`src/inc/rate_pkg.sv`:
```
// Package for the automatic RS-485 direction controller of the second
// serial port: mode codes, frame-format values and character timing.
// Assumes a 25 MHz board logic clock.
package rate_pkg;

  // Clock rate in hertz.
  localparam int unsigned CLK_HZ = 25000000;

  // Port mode codes.
  localparam logic [2:0] MODE_RS232   = 3'h0;
  localparam logic [2:0] MODE_FD485   = 3'h1;
  localparam logic [2:0] MODE_RESET   = 3'h0;
  localparam int unsigned MODE_HD_BIT = 2;

  // Frame-format register.
  localparam logic FMT_SHORT = 1'h0;
  localparam logic FMT_LONG  = 1'h1;
  localparam logic FMT_RESET = 1'h0;

  // Half-duplex baud rates, indexed by the two low mode bits.
  localparam int unsigned BAUD_0 = 9600;
  localparam int unsigned BAUD_1 = 19200;
  localparam int unsigned BAUD_2 = 57600;
  localparam int unsigned BAUD_3 = 115200;

  // Character lengths in bit times, start and stop bits included.
  localparam int unsigned BITS_SHORT = 10;
  localparam int unsigned BITS_LONG  = 11;

  // Cycles per character, rounded up so the driver never drops early.
  localparam int unsigned CW = 16;
  function automatic logic [CW-1:0] char_cycles(input int unsigned baud,
                                                input int unsigned bits);
    char_cycles = CW'((CLK_HZ * bits + baud - 1) / baud);
  endfunction : char_cycles

  // Mode and format as one carrier.
  typedef struct packed {
    logic [2:0] mode;
    logic       fmt;
  } rate_cfg_t;

  // Transceiver controls as one carrier.
  typedef struct packed {
    logic drv_en;
    logic rcv_en_n;
    logic rs485_sel;
  } rate_xcvr_t;

endpackage : rate_pkg

```
`src/rate_char_timer.sv`:
```
// Character timer: reloads on each start bit and counts one character.
// Assumes load values come from the same clock domain.
`timescale 1ns/100ps
`default_nettype none
module rate_char_timer
  import rate_pkg::*;
(
  // Clock and reset
  input  wire logic          mclk_i,
  input  wire logic          rst_n_i,
  input  wire logic          ce_i,
  // Control
  input  wire logic          load_i,
  input  wire logic [CW-1:0] len_i,
  input  wire logic          abort_i,
  // Status
  output logic               busy_o
);

  typedef struct packed {
    logic [CW-1:0] cnt;
  } rate_tmr_t;

  rate_tmr_t st;
  rate_tmr_t next_st;

  always_comb begin
    next_st = st;
    if (abort_i) begin
      next_st.cnt = '0;
    end else if (load_i) begin
      next_st.cnt = len_i;
    end else if (st.cnt != '0) begin
      next_st.cnt = st.cnt - CW'(1);
    end
  end

  always_ff @(posedge mclk_i or negedge rst_n_i) begin
    if (!rst_n_i) begin
      st <= '0;
    end else if (ce_i) begin
      st <= next_st;
    end
  end

  assign busy_o = (st.cnt != '0);

endmodule : rate_char_timer
`default_nettype wire

```
`src/rate_ctrl.sv`:
```
// Automatic RS-485 transmit-enable controller for the second serial port.
// Assumes the UART transmit line arrives asynchronously and idles high,
// and that mode and format inputs are set once by software.
// Summary of operation
// - Reset selects RS-232, driver never enabled.
// - Mode one: full duplex, driver always on.
// - Top bit half duplex; codes pick baud.
// - Format flag lengthens character by one bit.
// - Half duplex switches driver and receiver itself.
// - Only four baud rates timed correctly.
`timescale 1ns/100ps
`default_nettype none
module rate_ctrl
  import rate_pkg::*;
(
  // Clock, reset and enable
  input  wire logic       mclk_i,
  input  wire logic       rst_n_i,
  input  wire logic       ce_i,
  // Configuration written by software
  input  wire logic       cfg_we_i,
  input  wire rate_cfg_t  cfg_i,
  output var  rate_cfg_t  cfg_o,
  // UART transmit line
  input  wire logic       uart_txd_i,
  // Transceiver controls
  output var  rate_xcvr_t xcvr_o
);

  // Half duplex is split into a receive and a send state so that the
  // line turnaround can be read straight from the state register.
  typedef enum logic [3:0] {
    S_RS232   = 4'h1,
    S_FULL    = 4'h2,
    S_HD_RECV = 4'h4,
    S_HD_SEND = 4'h8
  } rate_state_t;

  typedef struct packed {
    rate_cfg_t     cfg;
    rate_state_t   fsm;
    logic [1:0]    sync;
    logic          txd_q;
    logic [CW-1:0] len;
    rate_xcvr_t    xcvr;
  } rate_reg_t;

  rate_reg_t st;
  rate_reg_t next_st;
  logic      busy;
  logic      start;

  // Half-duplex operation is chosen by the top mode bit alone.
  function automatic logic is_hd_mode(input logic [2:0] mode);
    is_hd_mode = mode[MODE_HD_BIT];
  endfunction : is_hd_mode

  // Entry state for a stored mode code.
  function automatic rate_state_t mode_state(input logic [2:0] mode);
    rate_state_t s;
    s = S_RS232;
    if (is_hd_mode(mode)) begin
      s = S_HD_RECV;
    end else if (mode == MODE_FD485) begin
      s = S_FULL;
    end else begin
      // Reserved codes fall back to RS-232 so the line is never driven.
      s = S_RS232;
    end
    mode_state = s;
  endfunction : mode_state

  // True in either half-duplex state.
  function automatic logic is_half(input rate_state_t s);
    is_half = (s == S_HD_RECV) || (s == S_HD_SEND);
  endfunction : is_half

  // Falling edge between two successive samples of the line.
  function automatic logic fell_edge(input logic prev, input logic now);
    fell_edge = prev && !now;
  endfunction : fell_edge

  // Transceiver controls for a state; act is set while a character is
  // on the line.
  function automatic rate_xcvr_t drive_for(input rate_state_t s,
                                           input logic        act);
    rate_xcvr_t x;
    x = '0;
    case (s)
      S_RS232: begin
        x.drv_en    = 1'b0;
        x.rcv_en_n  = 1'b0;
        x.rs485_sel = 1'b0;
      end
      S_FULL: begin
        x.drv_en    = 1'b1;
        x.rcv_en_n  = 1'b0;
        x.rs485_sel = 1'b1;
      end
      S_HD_RECV, S_HD_SEND: begin
        // Driver and receiver always swap together, so the node neither
        // hears its own echo nor talks over the line while idle.
        x.drv_en    = act;
        x.rcv_en_n  = act;
        x.rs485_sel = 1'b1;
      end
      default: begin
        x = '0;
      end
    endcase
    drive_for = x;
  endfunction : drive_for

  // Bit times in one character: start, eight data and stop bits, plus
  // one more for parity or a second stop bit.
  function automatic int unsigned char_bits(input logic fmt);
    int unsigned n;
    n = BITS_SHORT;
    if (fmt == FMT_LONG) begin
      n = BITS_LONG;
    end
    char_bits = n;
  endfunction : char_bits

  // Baud rate picked by the two low mode bits in half-duplex operation.
  function automatic int unsigned baud_of(input logic [1:0] sel);
    int unsigned b;
    b = BAUD_0;
    case (sel)
      2'h0: b = BAUD_0;
      2'h1: b = BAUD_1;
      2'h2: b = BAUD_2;
      2'h3: b = BAUD_3;
      default: b = BAUD_0;
    endcase
    baud_of = b;
  endfunction : baud_of

  // Character length in clock cycles for a stored configuration.
  function automatic logic [CW-1:0] pick_len(input rate_cfg_t c);
    pick_len = char_cycles(baud_of(c.mode[1:0]), char_bits(c.fmt));
  endfunction : pick_len

  // Falling edge on the synchronised line marks a start bit.
  assign start = is_half(st.fsm) && fell_edge(st.txd_q, st.sync[1]);

  // The timer is cleared whenever the port leaves half duplex, so a
  // stale count can never hold the driver on in another mode.
  rate_char_timer u_tmr (
    .mclk_i  (mclk_i),
    .rst_n_i (rst_n_i),
    .ce_i    (ce_i),
    .load_i  (start),
    .len_i   (st.len),
    .abort_i (!is_half(st.fsm)),
    .busy_o  (busy)
  );

  always_comb begin
    next_st = st;
    // Two-flop synchroniser; only the second stage feeds the edge logic.
    next_st.sync  = {st.sync[0], uart_txd_i};
    next_st.txd_q = st.sync[1];
    if (cfg_we_i) begin
      next_st.cfg = cfg_i;
    end
    // The length is registered from the stored configuration so the
    // timer load never waits on the rate decode; the one cycle of lag
    // is hidden behind the synchroniser.
    next_st.len = pick_len(st.cfg);

    case (st.fsm)
      S_RS232, S_FULL: begin
        next_st.fsm = mode_state(st.cfg.mode);
      end
      S_HD_RECV: begin
        if (!is_hd_mode(st.cfg.mode)) begin
          next_st.fsm = mode_state(st.cfg.mode);
        end else if (start) begin
          next_st.fsm = S_HD_SEND;
        end
      end
      S_HD_SEND: begin
        // The timer spans the whole character, so the driver stays on
        // while the holding and shift stages drain back to back.
        if (!is_hd_mode(st.cfg.mode)) begin
          next_st.fsm = mode_state(st.cfg.mode);
        end else if (!start && !busy) begin
          next_st.fsm = S_HD_RECV;
        end
      end
      default: begin
        next_st.fsm = S_RS232;
      end
    endcase

    // Controls follow the registered state, so a mode change reaches the
    // pins one cycle after the state register.
    next_st.xcvr = drive_for(st.fsm, next_st.fsm == S_HD_SEND);
  end

  // The synchroniser resets to the idle mark level, so no false start
  // bit is seen as reset is released.
  always_ff @(posedge mclk_i or negedge rst_n_i) begin
    if (!rst_n_i) begin
      st.cfg   <= '{mode: MODE_RESET, fmt: FMT_RESET};
      st.fsm   <= S_RS232;
      st.sync  <= 2'h3;
      st.txd_q <= 1'b1;
      st.len   <= '0;
      st.xcvr  <= '0;
    end else if (ce_i) begin
      st <= next_st;
    end
  end

  assign cfg_o  = st.cfg;
  assign xcvr_o = st.xcvr;

endmodule : rate_ctrl
`default_nettype wire

```
`config.mk`:
```
export PLATFORM = sky130hd
export DESIGN_NAME = rate_ctrl
export DESIGN_NICKNAME = d
export VERILOG_FILES = /design/src/inc/rate_pkg.sv /design/src/rate_char_timer.sv /design/src/rate_ctrl.sv
export SDC_FILE = /design/constraint.sdc
export NUM_CORES = 1
export LEC_CHECK = 0
export ABC_AREA = 0
export BUFFER_PORTS_ARGS = -buffer_cell sky130_fd_sc_hd__buf_4
export CAP_MARGIN = 40
export CORE_MARGIN = 5
export CORE_UTILIZATION = 36
export CTS_CLUSTER_DIAMETER = 100
export DETAILED_ROUTE_END_ITERATION = 8
export GPL_TIMING_DRIVEN = 0
export PLACE_DENSITY = 0.6
export RECOVER_POWER = 50
export SLEW_MARGIN = 10
export SYNTH_ARGS = -nofsm -noshare
export SYNTH_HDL_FRONTEND = slang
export SYNTH_SLANG_ARGS = --single-unit
```
`constraint.sdc`:
```
create_clock -name mclk_i -period 62.1 [get_ports mclk_i]
set_input_delay 6.21 -clock mclk_i [delete_from_list [all_inputs] [get_ports mclk_i]]
set_output_delay 6.21 -clock mclk_i [all_outputs]
set_load 0.02 [all_outputs]
```
==> results of run 1 <==
==> state kept, by name, summed over array words and instances, names as in the netlist <==
name and count:
u_tmr.st 16, xcvr_o 3, st 21, cfg_o 4, next_st 2
==> kinds of logic (layout without fill, tap and decap cells) <==
| kind of cell | count (synthesis) | in the layout | share of synthesized area (%) |
|---|---|---|---|
| AOI/OAI and AO/OA | 785 | 785 | 33.55 |
| xor gates and xnor gates | 180 | 180 | 9.996 |
| adders and majority gates | 119 | 119 | 9.094 |
| buffers and inverters | 202 | 238 | 6.114 |
| DFF | 46 | 46 | 7.062 |
| muxes | 85 | 85 | 5.747 |
| other | 2 | 6 | 0.04587 |
| and+or+nand+nor | 917 | 917 | 28.39 |
==> through the flow <==
step | hold slack, ns | utilization, %
final | 0.5062 | 38.85
after global routing | 0.5409 | 38.85
after CTS | 0.5072 | 38.85
after detailed placement | 0.4938 | 38.48
after global placement | 0.4831 | 38.16
after floorplan | 0.4605 | -
==> cell usage after synthesis, types with 12 or more instances <==
| library cell | count |
|---|---|
| sky130_fd_sc_hd__or2_2 | 18 |
| sky130_fd_sc_hd__nor4_1 | 26 |
| sky130_fd_sc_hd__a21oi_1 | 158 |
| sky130_fd_sc_hd__a2111oi_0 | 12 |
| sky130_fd_sc_hd__nand3_1 | 79 |
| sky130_fd_sc_hd__o31ai_1 | 21 |
| sky130_fd_sc_hd__xor2_1 | 47 |
| sky130_fd_sc_hd__o22ai_1 | 14 |
| sky130_fd_sc_hd__and3_1 | 25 |
| sky130_fd_sc_hd__ha_1 | 119 |
| sky130_fd_sc_hd__a22oi_1 | 15 |
| sky130_fd_sc_hd__nor2_1 | 251 |
| sky130_fd_sc_hd__a31oi_1 | 37 |
| sky130_fd_sc_hd__a211o_1 | 20 |
| sky130_fd_sc_hd__mux2i_1 | 39 |
| sky130_fd_sc_hd__nor3_1 | 80 |
| sky130_fd_sc_hd__o21ai_1 | 25 |
| sky130_fd_sc_hd__nand2b_1 | 32 |
| sky130_fd_sc_hd__buf_2 | 25 |
| sky130_fd_sc_hd__buf_4 | 48 |
| sky130_fd_sc_hd__and2_1 | 25 |
| sky130_fd_sc_hd__or4_1 | 13 |
| sky130_fd_sc_hd__o211ai_1 | 27 |
| sky130_fd_sc_hd__a21o_1 | 36 |
| sky130_fd_sc_hd__dfrtp_1 | 42 |
| sky130_fd_sc_hd__nand2_1 | 202 |
| sky130_fd_sc_hd__o21ai_0 | 147 |
| sky130_fd_sc_hd__or3_1 | 36 |
| sky130_fd_sc_hd__mux2_2 | 38 |
| sky130_fd_sc_hd__xnor2_1 | 129 |
| sky130_fd_sc_hd__clkbuf_1 | 39 |
| sky130_fd_sc_hd__nor2b_1 | 24 |
| sky130_fd_sc_hd__nand4_1 | 35 |
| sky130_fd_sc_hd__a211oi_1 | 39 |
| sky130_fd_sc_hd__inv_1 | 75 |
| sky130_fd_sc_hd__o21a_1 | 38 |
==> worst paths after layout <==
| path | end | slack (ns) | startpoint |
|---|---|---|---|
| worst min register to register | u_tmr.st[9] | 0.51 | u_tmr.st[9] |
| worst max-delay path | st[3] | 14.87 | cfg_o[1] |
| min in group asynchronous | u_tmr.st[10] | 6.72 | rst_n_i |
| worst max register to register | st[3] | 14.87 | cfg_o[1] |
| worst min-delay path | u_tmr.st[9] | 0.51 | u_tmr.st[9] |
| max in group asynchronous | st[3] | 53.93 | rst_n_i |
==> worst register-to-register path, delay by kind of cell (launching register included) <==
family / cells / cell delay (ns)
buf+inv: 25 / 7.03
simple gates: 53 / 12.66
xor+xnor: 7 / 1.64
compound gates: 71 / 16.59
flops: 1 / 0.71
fa+ha+maj: 19 / 6.22
mux: 9 / 2.24
==> metal layers <==
layer  wire length, um  global-route usage [%]  up-vias
li1                  -                       -     8883
met1             29810                   35.32     9235
met2             29720                   40.82      848
met3              5268                   2.987      158
met4              2923                   9.328        0
met5                 0                       0        -
==> cell type report <==
class	count	area [um^2]
plain buffers	121	691.9
repair buffers	28	240.2
inverters	81	306.5
flip-flops and latches	46	1156
clock buffers	6	128.9
well taps	600	750.7
fillers	4770	27630
clock inverters	2	37.54
multi-input cells	2092	14240
==> flow_summary.rst, run 1 <==
.. list-table::
   :header-rows: 1

   * - Metric
     - Value
   * - Proportion of layout cells with a drive suffix above 1
     - 10.90%
   * - Floorplan die area
     - 0.04984 mm^2
   * - Arrival time of the worst setup path
     - 47.37 ns
   * - Final period util
     - 76.06%
   * - Worst slack after detailed placement
     - 16.27 ns
   * - Number of top-level pins
     - 16
   * - Number of cells on the worst hold path
     - 2
   * - RSZ-0062 raised after global routing
     - no
   * - Number of max-slew violations in the final report
     - 47
   * - CTS Sinks
     - 46
   * - Crit path max fanout
     - 23
   * - Slew @ Worst Pin
     - 2.569 ns
   * - Core Region
     - 0.04519 mm^2
   * - Share of async-settable or async-resettable flops after synthesis
     - 100.0%
   * - Largest stage delay on the critical path
     - 0.75 ns
   * - Bufs and invs on worst path
     - 25
   * - Maxcap violations
     - 1
   * - Number of buffers inserted by post-CTS setup repair
     - 0
   * - Critical path capture point type
     - flip-flop
   * - Pin count of the biggest net entering global routing
     - 47
   * - Top cell type by total area after synthesis
     - sky130_fd_sc_hd__ha_1
   * - Number of clock buffers inserted by TritonCTS
     - 5
   * - GRT Overall Usage
     - 25.50%
   * - Count of nets left with antenna violations after detail routing
     - 0
   * - Mean area per synthesized cell
     - 7.009 um^2
   * - Violations in the final reports
     - max-capacitance violations, max-slew violations
   * - TritonCTS clock tree
     - yes
   * - Count of cell types in the netlist
     - 133
   * - Post-place instance area
     - 0.01739 mm^2
   * - Number of buffers between clock root and the deepest sink
     - 2
   * - Critical Setup Path Class
     - reg2reg
   * - Cell with the largest stage delay on the worst path
     - sky130_fd_sc_hd__nor3_1
   * - Synthesized instance count
     - 2336
   * - CTS H-tree lvls
     - 2
   * - Worst Setup Slack, final
     - 14.87 ns
   * - Gp weighted congestion
     - 0.9909
   * - Crit path required time
     - 62.24 ns
   * - Total count of hold-check failures in the final report
     - 0
   * - Relative slew slack
     - -71.26%
   * - Die width
     - 223.3 um
   * - Most common flop cell mapped by yosys
     - sky130_fd_sc_hd__dfrtp_1
   * - Most numerous cell on the critical path
     - sky130_fd_sc_hd__ha_1
   * - Critical Path Start Type
     - flip-flop
   * - Wire length reported by the detailed router
     - 67.72 mm
   * - Clock transition at the register clock pins on the worst setup and hold paths after CTS
     - 0.07 ns
   * - Reg2Reg Depth
     - 184
   * - Detailed Routing Iterations Pass 1
     - 7
   * - Wire length of the first global-routing pass
     - 103.2 mm
   * - Tightest Hold Check Type
     - reg2reg
   * - Violation count after the first detailed-route iteration
     - 2147
   * - Clock latency on the worst-skew pair
     - 0.29 ns
   * - Via count of the first global-routing pass
     - 17670
   * - Max Fclk
     - 21.17 MHz
   * - Cell types occupying the most area after synthesis
     - sky130_fd_sc_hd__ha_1 9.1%, sky130_fd_sc_hd__xnor2_1 6.9%, sky130_fd_sc_hd__dfrtp_1 6.4%
   * - Yosys warnings
     - 0
   * - Area share of the largest cell type after synthesis
     - 9.094%
   * - Nets
     - 2503
   * - Delay-heaviest family, CP
     - compound AO/OA/AOI/OAI gates
   * - Final routed wire length divided by cell count
     - 22.76 um
   * - Initial antenna violation count
     - 1
   * - Count of unresolved DRC violations after routing
     - 0
   * - Flops & latches, synth
     - 46
   * - Portion of the post-synthesis area used by sequential elements
     - 7.062%
   * - Placed wire-length estimate
     - 53.44 mm
   * - PostCTS Resize Cnt
     - 0
   * - Number of flops mapped to enable cells by yosys
     - 0
   * - Leading cell type in the layout, fill and taps excluded
     - sky130_fd_sc_hd__nor2_1
   * - CTS hold repair buffers
     - 0
   * - Chip Height
     - 223.3 um
   * - Count of placed standard cells in the final layout, fillers left out
     - 2976
   * - Post-route minimum period
     - 47.23 ns
   * - Std cell rows
     - 78
   * - Leading cell types in the layout, fill and taps excluded
     - 250 x sky130_fd_sc_hd__nor2_1, 202 x sky130_fd_sc_hd__nand2_1, 158 x sky130_fd_sc_hd__a21oi_1, 147 x sky130_fd_sc_hd__o21ai_0, 129 x sky130_fd_sc_hd__xnor2_1
   * - Ant diodes
     - 0
   * - Area of all placed cells without fillers
     - 0.01755 mm^2
   * - Placed cells
     - 2967
   * - Initial Util
     - 36.23%
   * - Status
     - finished with violations
   * - Total vias in the final route
     - 19120
   * - Setup Viol. Count Final
     - 0
   * - Overflow after GRT
     - 0
   * - Buffers on Ports
     - 14
   * - Cell area after technology mapping
     - 0.01637 mm^2
   * - Largest clock skew in the final design
     - 0.003206 ns
   * - Area overhead of the layout relative to synthesis
     - 7.214%
   * - Via-per-instance ratio
     - 6.426
   * - Cell count along the critical path
     - 184
   * - CTS Root Cell
     - sky130_fd_sc_hd__clkbuf_16
   * - Setup tns final
     - 0 ns
Power of run 1 is left out: the tool's default activity adds up to more than one toggle a clock period on the data nets, which glitch-free logic cannot reach.
==> inputs of run 2 (changes only) <==
--- a/config.mk
+++ b/config.mk
@@ -5,7 +5,7 @@
 export SDC_FILE = /design/constraint.sdc
 export NUM_CORES = 1
 export LEC_CHECK = 0
-export ABC_AREA = 0
+export ABC_AREA = 1
 export BUFFER_PORTS_ARGS = -buffer_cell sky130_fd_sc_hd__buf_4
 export CAP_MARGIN = 40
 export CORE_MARGIN = 5
@@ -13,7 +13,7 @@
 export CTS_CLUSTER_DIAMETER = 100
 export DETAILED_ROUTE_END_ITERATION = 8
 export GPL_TIMING_DRIVEN = 0
-export PLACE_DENSITY = 0.6
+export PLACE_DENSITY = 0.62
 export RECOVER_POWER = 50
 export SLEW_MARGIN = 10
 export SYNTH_ARGS = -nofsm -noshare
==> constraint.sdc (replaced) <==
create_clock -name mclk_i -period 42.8 [get_ports mclk_i]
set_input_delay 4.28 -clock mclk_i [delete_from_list [all_inputs] [get_ports mclk_i]]
set_output_delay 4.28 -clock mclk_i [all_outputs]
set_load 0.02 [all_outputs]
==> flow_summary.rst, run 2 <==
.. list-table::
   :header-rows: 1

   * - Metric
     - Value
   * - Status
     - finished with violations (unchanged)
   * - Violations in the final reports
     - max-capacitance violations, max-slew violations (unchanged)
   * - Smallest hold slack
     - 0.4644 ns (was 0.5062 ns)
   * - Cell with the largest stage delay on the worst path
     - sky130_fd_sc_hd__dfrtp_1 (was sky130_fd_sc_hd__nor3_1)
   * - GRT Overall Usage
     - 21.47% (was 25.50%)
   * - Count of unresolved DRC violations after routing
     - 0 (unchanged)
   * - Via count of the first global-routing pass
     - 17030 (was 17670)
   * - Violation count after the first detailed-route iteration
     - 1746 (was 2147)
   * - Yosys warnings
     - 0 (unchanged)
   * - Via-per-instance ratio
     - 5.242 (was 6.426)
   * - Critical path capture point type
     - flip-flop (unchanged)
   * - Gp weighted congestion
     - 0.9659 (was 0.9909)
   * - Dominant cell by count in the synthesized netlist
     - sky130_fd_sc_hd__nand2_1 (was sky130_fd_sc_hd__nor2_1)
   * - Number of buffers between clock root and the deepest sink
     - 2 (unchanged)
   * - Fillers
     - 5148 (was 4770)
   * - TritonCTS clock tree
     - yes (unchanged)
   * - Max Fclk
     - 29.22 MHz (was 21.17 MHz)
   * - Cell types occupying the most area after synthesis
     - sky130_fd_sc_hd__nand2_1 15%, sky130_fd_sc_hd__nand3_1 9.4%, sky130_fd_sc_hd__ha_1 8.7% (was sky130_fd_sc_hd__ha_1 9.1%, sky130_fd_sc_hd__xnor2_1 6.9%, sky130_fd_sc_hd__dfrtp_1 6.4%)
   * - RSZ-0062 raised after global routing
     - no (unchanged)
   * - Largest stage delay on the critical path
     - 0.75 ns (about the same)
   * - PostCTS Resize Cnt
     - 0 (unchanged)
   * - Leading cell type in the layout, fill and taps excluded
     - sky130_fd_sc_hd__nand2_1 (was sky130_fd_sc_hd__nor2_1)
   * - Maxcap violations
     - 1 (unchanged)
   * - Tightest Hold Check Type
     - reg2reg (unchanged)
   * - Clock transition at the register clock pins on the worst setup and hold paths after CTS
     - 0.09 ns (was 0.07 ns)
   * - Portion of the post-synthesis area used by sequential elements
     - 6.759% (was 7.062%)
   * - Die width
     - 228.0 um (was 223.3 um)
   * - Initial antenna violation count
     - 1 (unchanged)
   * - Most numerous cell on the critical path
     - sky130_fd_sc_hd__nand2_1 (was sky130_fd_sc_hd__ha_1)
   * - CTS hold repair buffers
     - 0 (unchanged)
   * - Final period util
     - 79.95% (was 76.06%)
   * - Initial Util
     - 36.58% (was 36.23%)
   * - Post-route minimum period
     - 34.22 ns (was 47.23 ns)
   * - Flops & latches, synth
     - 46 (unchanged)
   * - Leading cell types in the layout, fill and taps excluded
     - 696 x sky130_fd_sc_hd__nand2_1, 393 x sky130_fd_sc_hd__inv_1, 321 x sky130_fd_sc_hd__nand3_1, 245 x sky130_fd_sc_hd__nor2_1, 153 x sky130_fd_sc_hd__o21ai_0 (was 250 x sky130_fd_sc_hd__nor2_1, 202 x sky130_fd_sc_hd__nand2_1, 158 x sky130_fd_sc_hd__a21oi_1, 147 x sky130_fd_sc_hd__o21ai_0, 129 x sky130_fd_sc_hd__xnor2_1)
   * - Top cells by instance count after synthesis
     - 696 x sky130_fd_sc_hd__nand2_1, 393 x sky130_fd_sc_hd__inv_1, 321 x sky130_fd_sc_hd__nand3_1, 246 x sky130_fd_sc_hd__nor2_1, 153 x sky130_fd_sc_hd__o21ai_0 (was 251 x sky130_fd_sc_hd__nor2_1, 202 x sky130_fd_sc_hd__nand2_1, 158 x sky130_fd_sc_hd__a21oi_1, 147 x sky130_fd_sc_hd__o21ai_0, 129 x sky130_fd_sc_hd__xnor2_1)
   * - Core Region
     - 0.04675 mm^2 (was 0.04519 mm^2)
   * - CTS Root Cell
     - sky130_fd_sc_hd__clkbuf_16 (unchanged)
   * - Total count of hold-check failures in the final report
     - 0 (unchanged)
   * - Synthesized instance count
     - 2893 (was 2336)
   * - Top cell type by total area after synthesis
     - sky130_fd_sc_hd__nand2_1 (was sky130_fd_sc_hd__ha_1)
   * - CTS H-tree lvls
     - 2 (unchanged)
   * - Share of async-settable or async-resettable flops after synthesis
     - 100.0% (unchanged)
   * - Mean area per synthesized cell
     - 5.912 um^2 (was 7.009 um^2)
   * - Placed wire-length estimate
     - 47.46 mm (was 53.44 mm)
   * - Slew @ Worst Pin
     - 2.792 ns (was 2.569 ns)
   * - Buffers on Ports
     - 14 (unchanged)
   * - Number of clock buffers inserted by TritonCTS
     - 5 (unchanged)
   * - Number of cells on the worst hold path
     - 2 (unchanged)
   * - Hold Path Sink
     - next_st[21] (was u_tmr.st[9])
   * - R2R Path End
     - st[3] (unchanged)
   * - CTS Sinks
     - 46 (unchanged)
   * - Cell area after technology mapping
     - 0.01710 mm^2 (was 0.01637 mm^2)
   * - Nets
     - 3050 (was 2503)
   * - Area share of the largest cell type after synthesis
     - 15.27% (was 9.094%)
   * - Proportion of layout cells with a drive suffix above 1
     - 16.70% (was 10.90%)
   * - Reg2Reg Depth
     - 232 (was 184)
   * - Most common flop cell mapped by yosys
     - sky130_fd_sc_hd__dfrtp_1 (unchanged)
   * - Wire length of the first global-routing pass
     - 92.55 mm (was 103.2 mm)
   * - Floorplan die area
     - 0.05197 mm^2 (was 0.04984 mm^2)
   * - Combined flip-flop and latch cell area
     - 0.001156 mm^2 (unchanged)
   * - Crit path required time
     - 42.98 ns (was 62.24 ns)
   * - Setup tns final
     - 0 ns (unchanged)
   * - Largest clock skew in the final design
     - 0.02364 ns (was 0.003206 ns)
   * - Count of cell types in the netlist
     - 77 (was 133)
   * - Overflow after GRT
     - 0 (unchanged)
   * - Area overhead of the layout relative to synthesis
     - 6.598% (was 7.214%)
   * - Detailed Routing Iterations Pass 1
     - 9 (was 7)
   * - Std cell rows
     - 79 (was 78)
   * - Critical Path Start Type
     - flip-flop (unchanged)
   * - Critical Setup Path Class
     - reg2reg (unchanged)
   * - Arrival time of the worst setup path
     - 34.40 ns (was 47.37 ns)
   * - Largest register FFs
     - 21 (unchanged)
   * - Reg2reg setup slack
     - 8.58 ns (was 14.87 ns)
   * - Count of nets left with antenna violations after detail routing
     - 0 (unchanged)
   * - Total vias in the final route
     - 18500 (was 19120)
   * - Wire length reported by the detailed router
     - 58.27 mm (was 67.72 mm)
   * - Number of flops mapped to enable cells by yosys
     - 0 (unchanged)
   * - Clock latency on the worst-skew pair
     - 0.31 ns (was 0.29 ns)
   * - Ant diodes
     - 0 (unchanged)
   * - Number of max-slew violations in the final report
     - 47 (unchanged)
   * - Relative slew slack
     - -86.13% (was -71.26%)
   * - Source of the worst register-to-register timing path
     - cfg_o[1] (unchanged)
   * - Number of top-level pins
     - 16 (unchanged)
   * - Number of buffers inserted by post-CTS setup repair
     - 0 (unchanged)
   * - Final routed wire length divided by cell count
     - 16.51 um (was 22.76 um)
   * - Crit path max fanout
     - 23 (unchanged)
   * - Register containing the most flip-flops in the final layout
     - st (unchanged)
   * - Startpoint of the worst hold path
     - next_st[21] (was u_tmr.st[9])
   * - Pin count of the biggest net entering global routing
     - 47 (unchanged)
   * - Chip Height
     - 228.0 um (was 223.3 um)
   * - Footprint of the multi-input gates
     - 0.01355 mm^2 (was 0.01424 mm^2)
   * - Setup Viol. Count Final
     - 0 (unchanged)
-- run 2: changes by cell type in the layout (fill, tap and decap cells not counted), moves of 42 or more --
cell	previous run	this run
sky130_fd_sc_hd__buf_4	67	21
sky130_fd_sc_hd__nand2_4	0	42
sky130_fd_sc_hd__nor3_1	80	32
sky130_fd_sc_hd__inv_1	75	393
sky130_fd_sc_hd__xnor2_1	129	28
sky130_fd_sc_hd__nand2_2	2	145
sky130_fd_sc_hd__a21oi_1	158	96
sky130_fd_sc_hd__nand3_2	0	58
sky130_fd_sc_hd__nand3_1	79	321
sky130_fd_sc_hd__nand2_1	202	696
-- run 2: routing by layer --
metal	vias up	share of wire, %	track usage (%)
met3	91	7.3	2.981
met4	2	2.6	4.821
met2	581	44	35.34
met5	-	0.022	0
li1	9480	-	-
met1	8350	46	29.97
-- run 2: how the worst max path moves through the flow --
stage                   from  endpoint  slack, ns  cells past startpoint
finish              cfg_o[1]     st[3]       8.58                    232
CTS                 cfg_o[1]     st[3]       8.89                    232
floorplan           cfg_o[1]     st[3]      15.52                    233
global route        cfg_o[1]     st[3]       5.66                    232
global placement    cfg_o[1]     st[3]       8.12                    223
detailed placement  cfg_o[1]     st[3]       9.06                    232
-- run 2: through the flow --
stage | worst slack (ns) | instances | utilization, % | cell area (um^2)
4_1_cts | 8.891 | 3530 | 39.03 | 18250
5_1_grt | 5.657 | 3530 | 39.00 | 18230
6_report | 8.581 | 3530 | 39.00 | 18230
3_5_place_dp | 9.059 | 3522 | 38.67 | 18080
2_1_floorplan | 15.52 | 2897 | - | 17120
3_3_place_gp | 8.118 | 3518 | 38.46 | 17980
-- run 2: layout make-up --
type | count | area share, %
clock inverter | 3 | 0.2196
inverter | 448 | 9.340
tap | 607 | 4.166
timing repair buffer | 18 | 1.023
buffer | 65 | 3.925
sequential | 46 | 6.341
clock buffer | 5 | 0.6862
multi-input combinational | 2338 | 74.30
-- run 2: worst max-delay path: cells and delay by family (launching register included) --
family	cells	cell delay (ns)
xor+xnor	2	0.41
fa+ha+maj	20	6.49
compound gates	31	6.43
buf+inv	48	6.15
simple gates	131	13.71
flops	1	0.75
-- run 2: cell families after synthesis --
group	count (synthesis)	synth area share [%]
DFF	46	6.759
adders and majority gates	119	8.705
xor gates and xnor gates	114	5.838
other	2	0.04391
buffers and inverters	513	14.20
muxes	3	0.2048
and+or+nand+nor	1735	52.18
AOI/OAI and AO/OA	361	12.07
Power of run 2 is left out for the same reason.
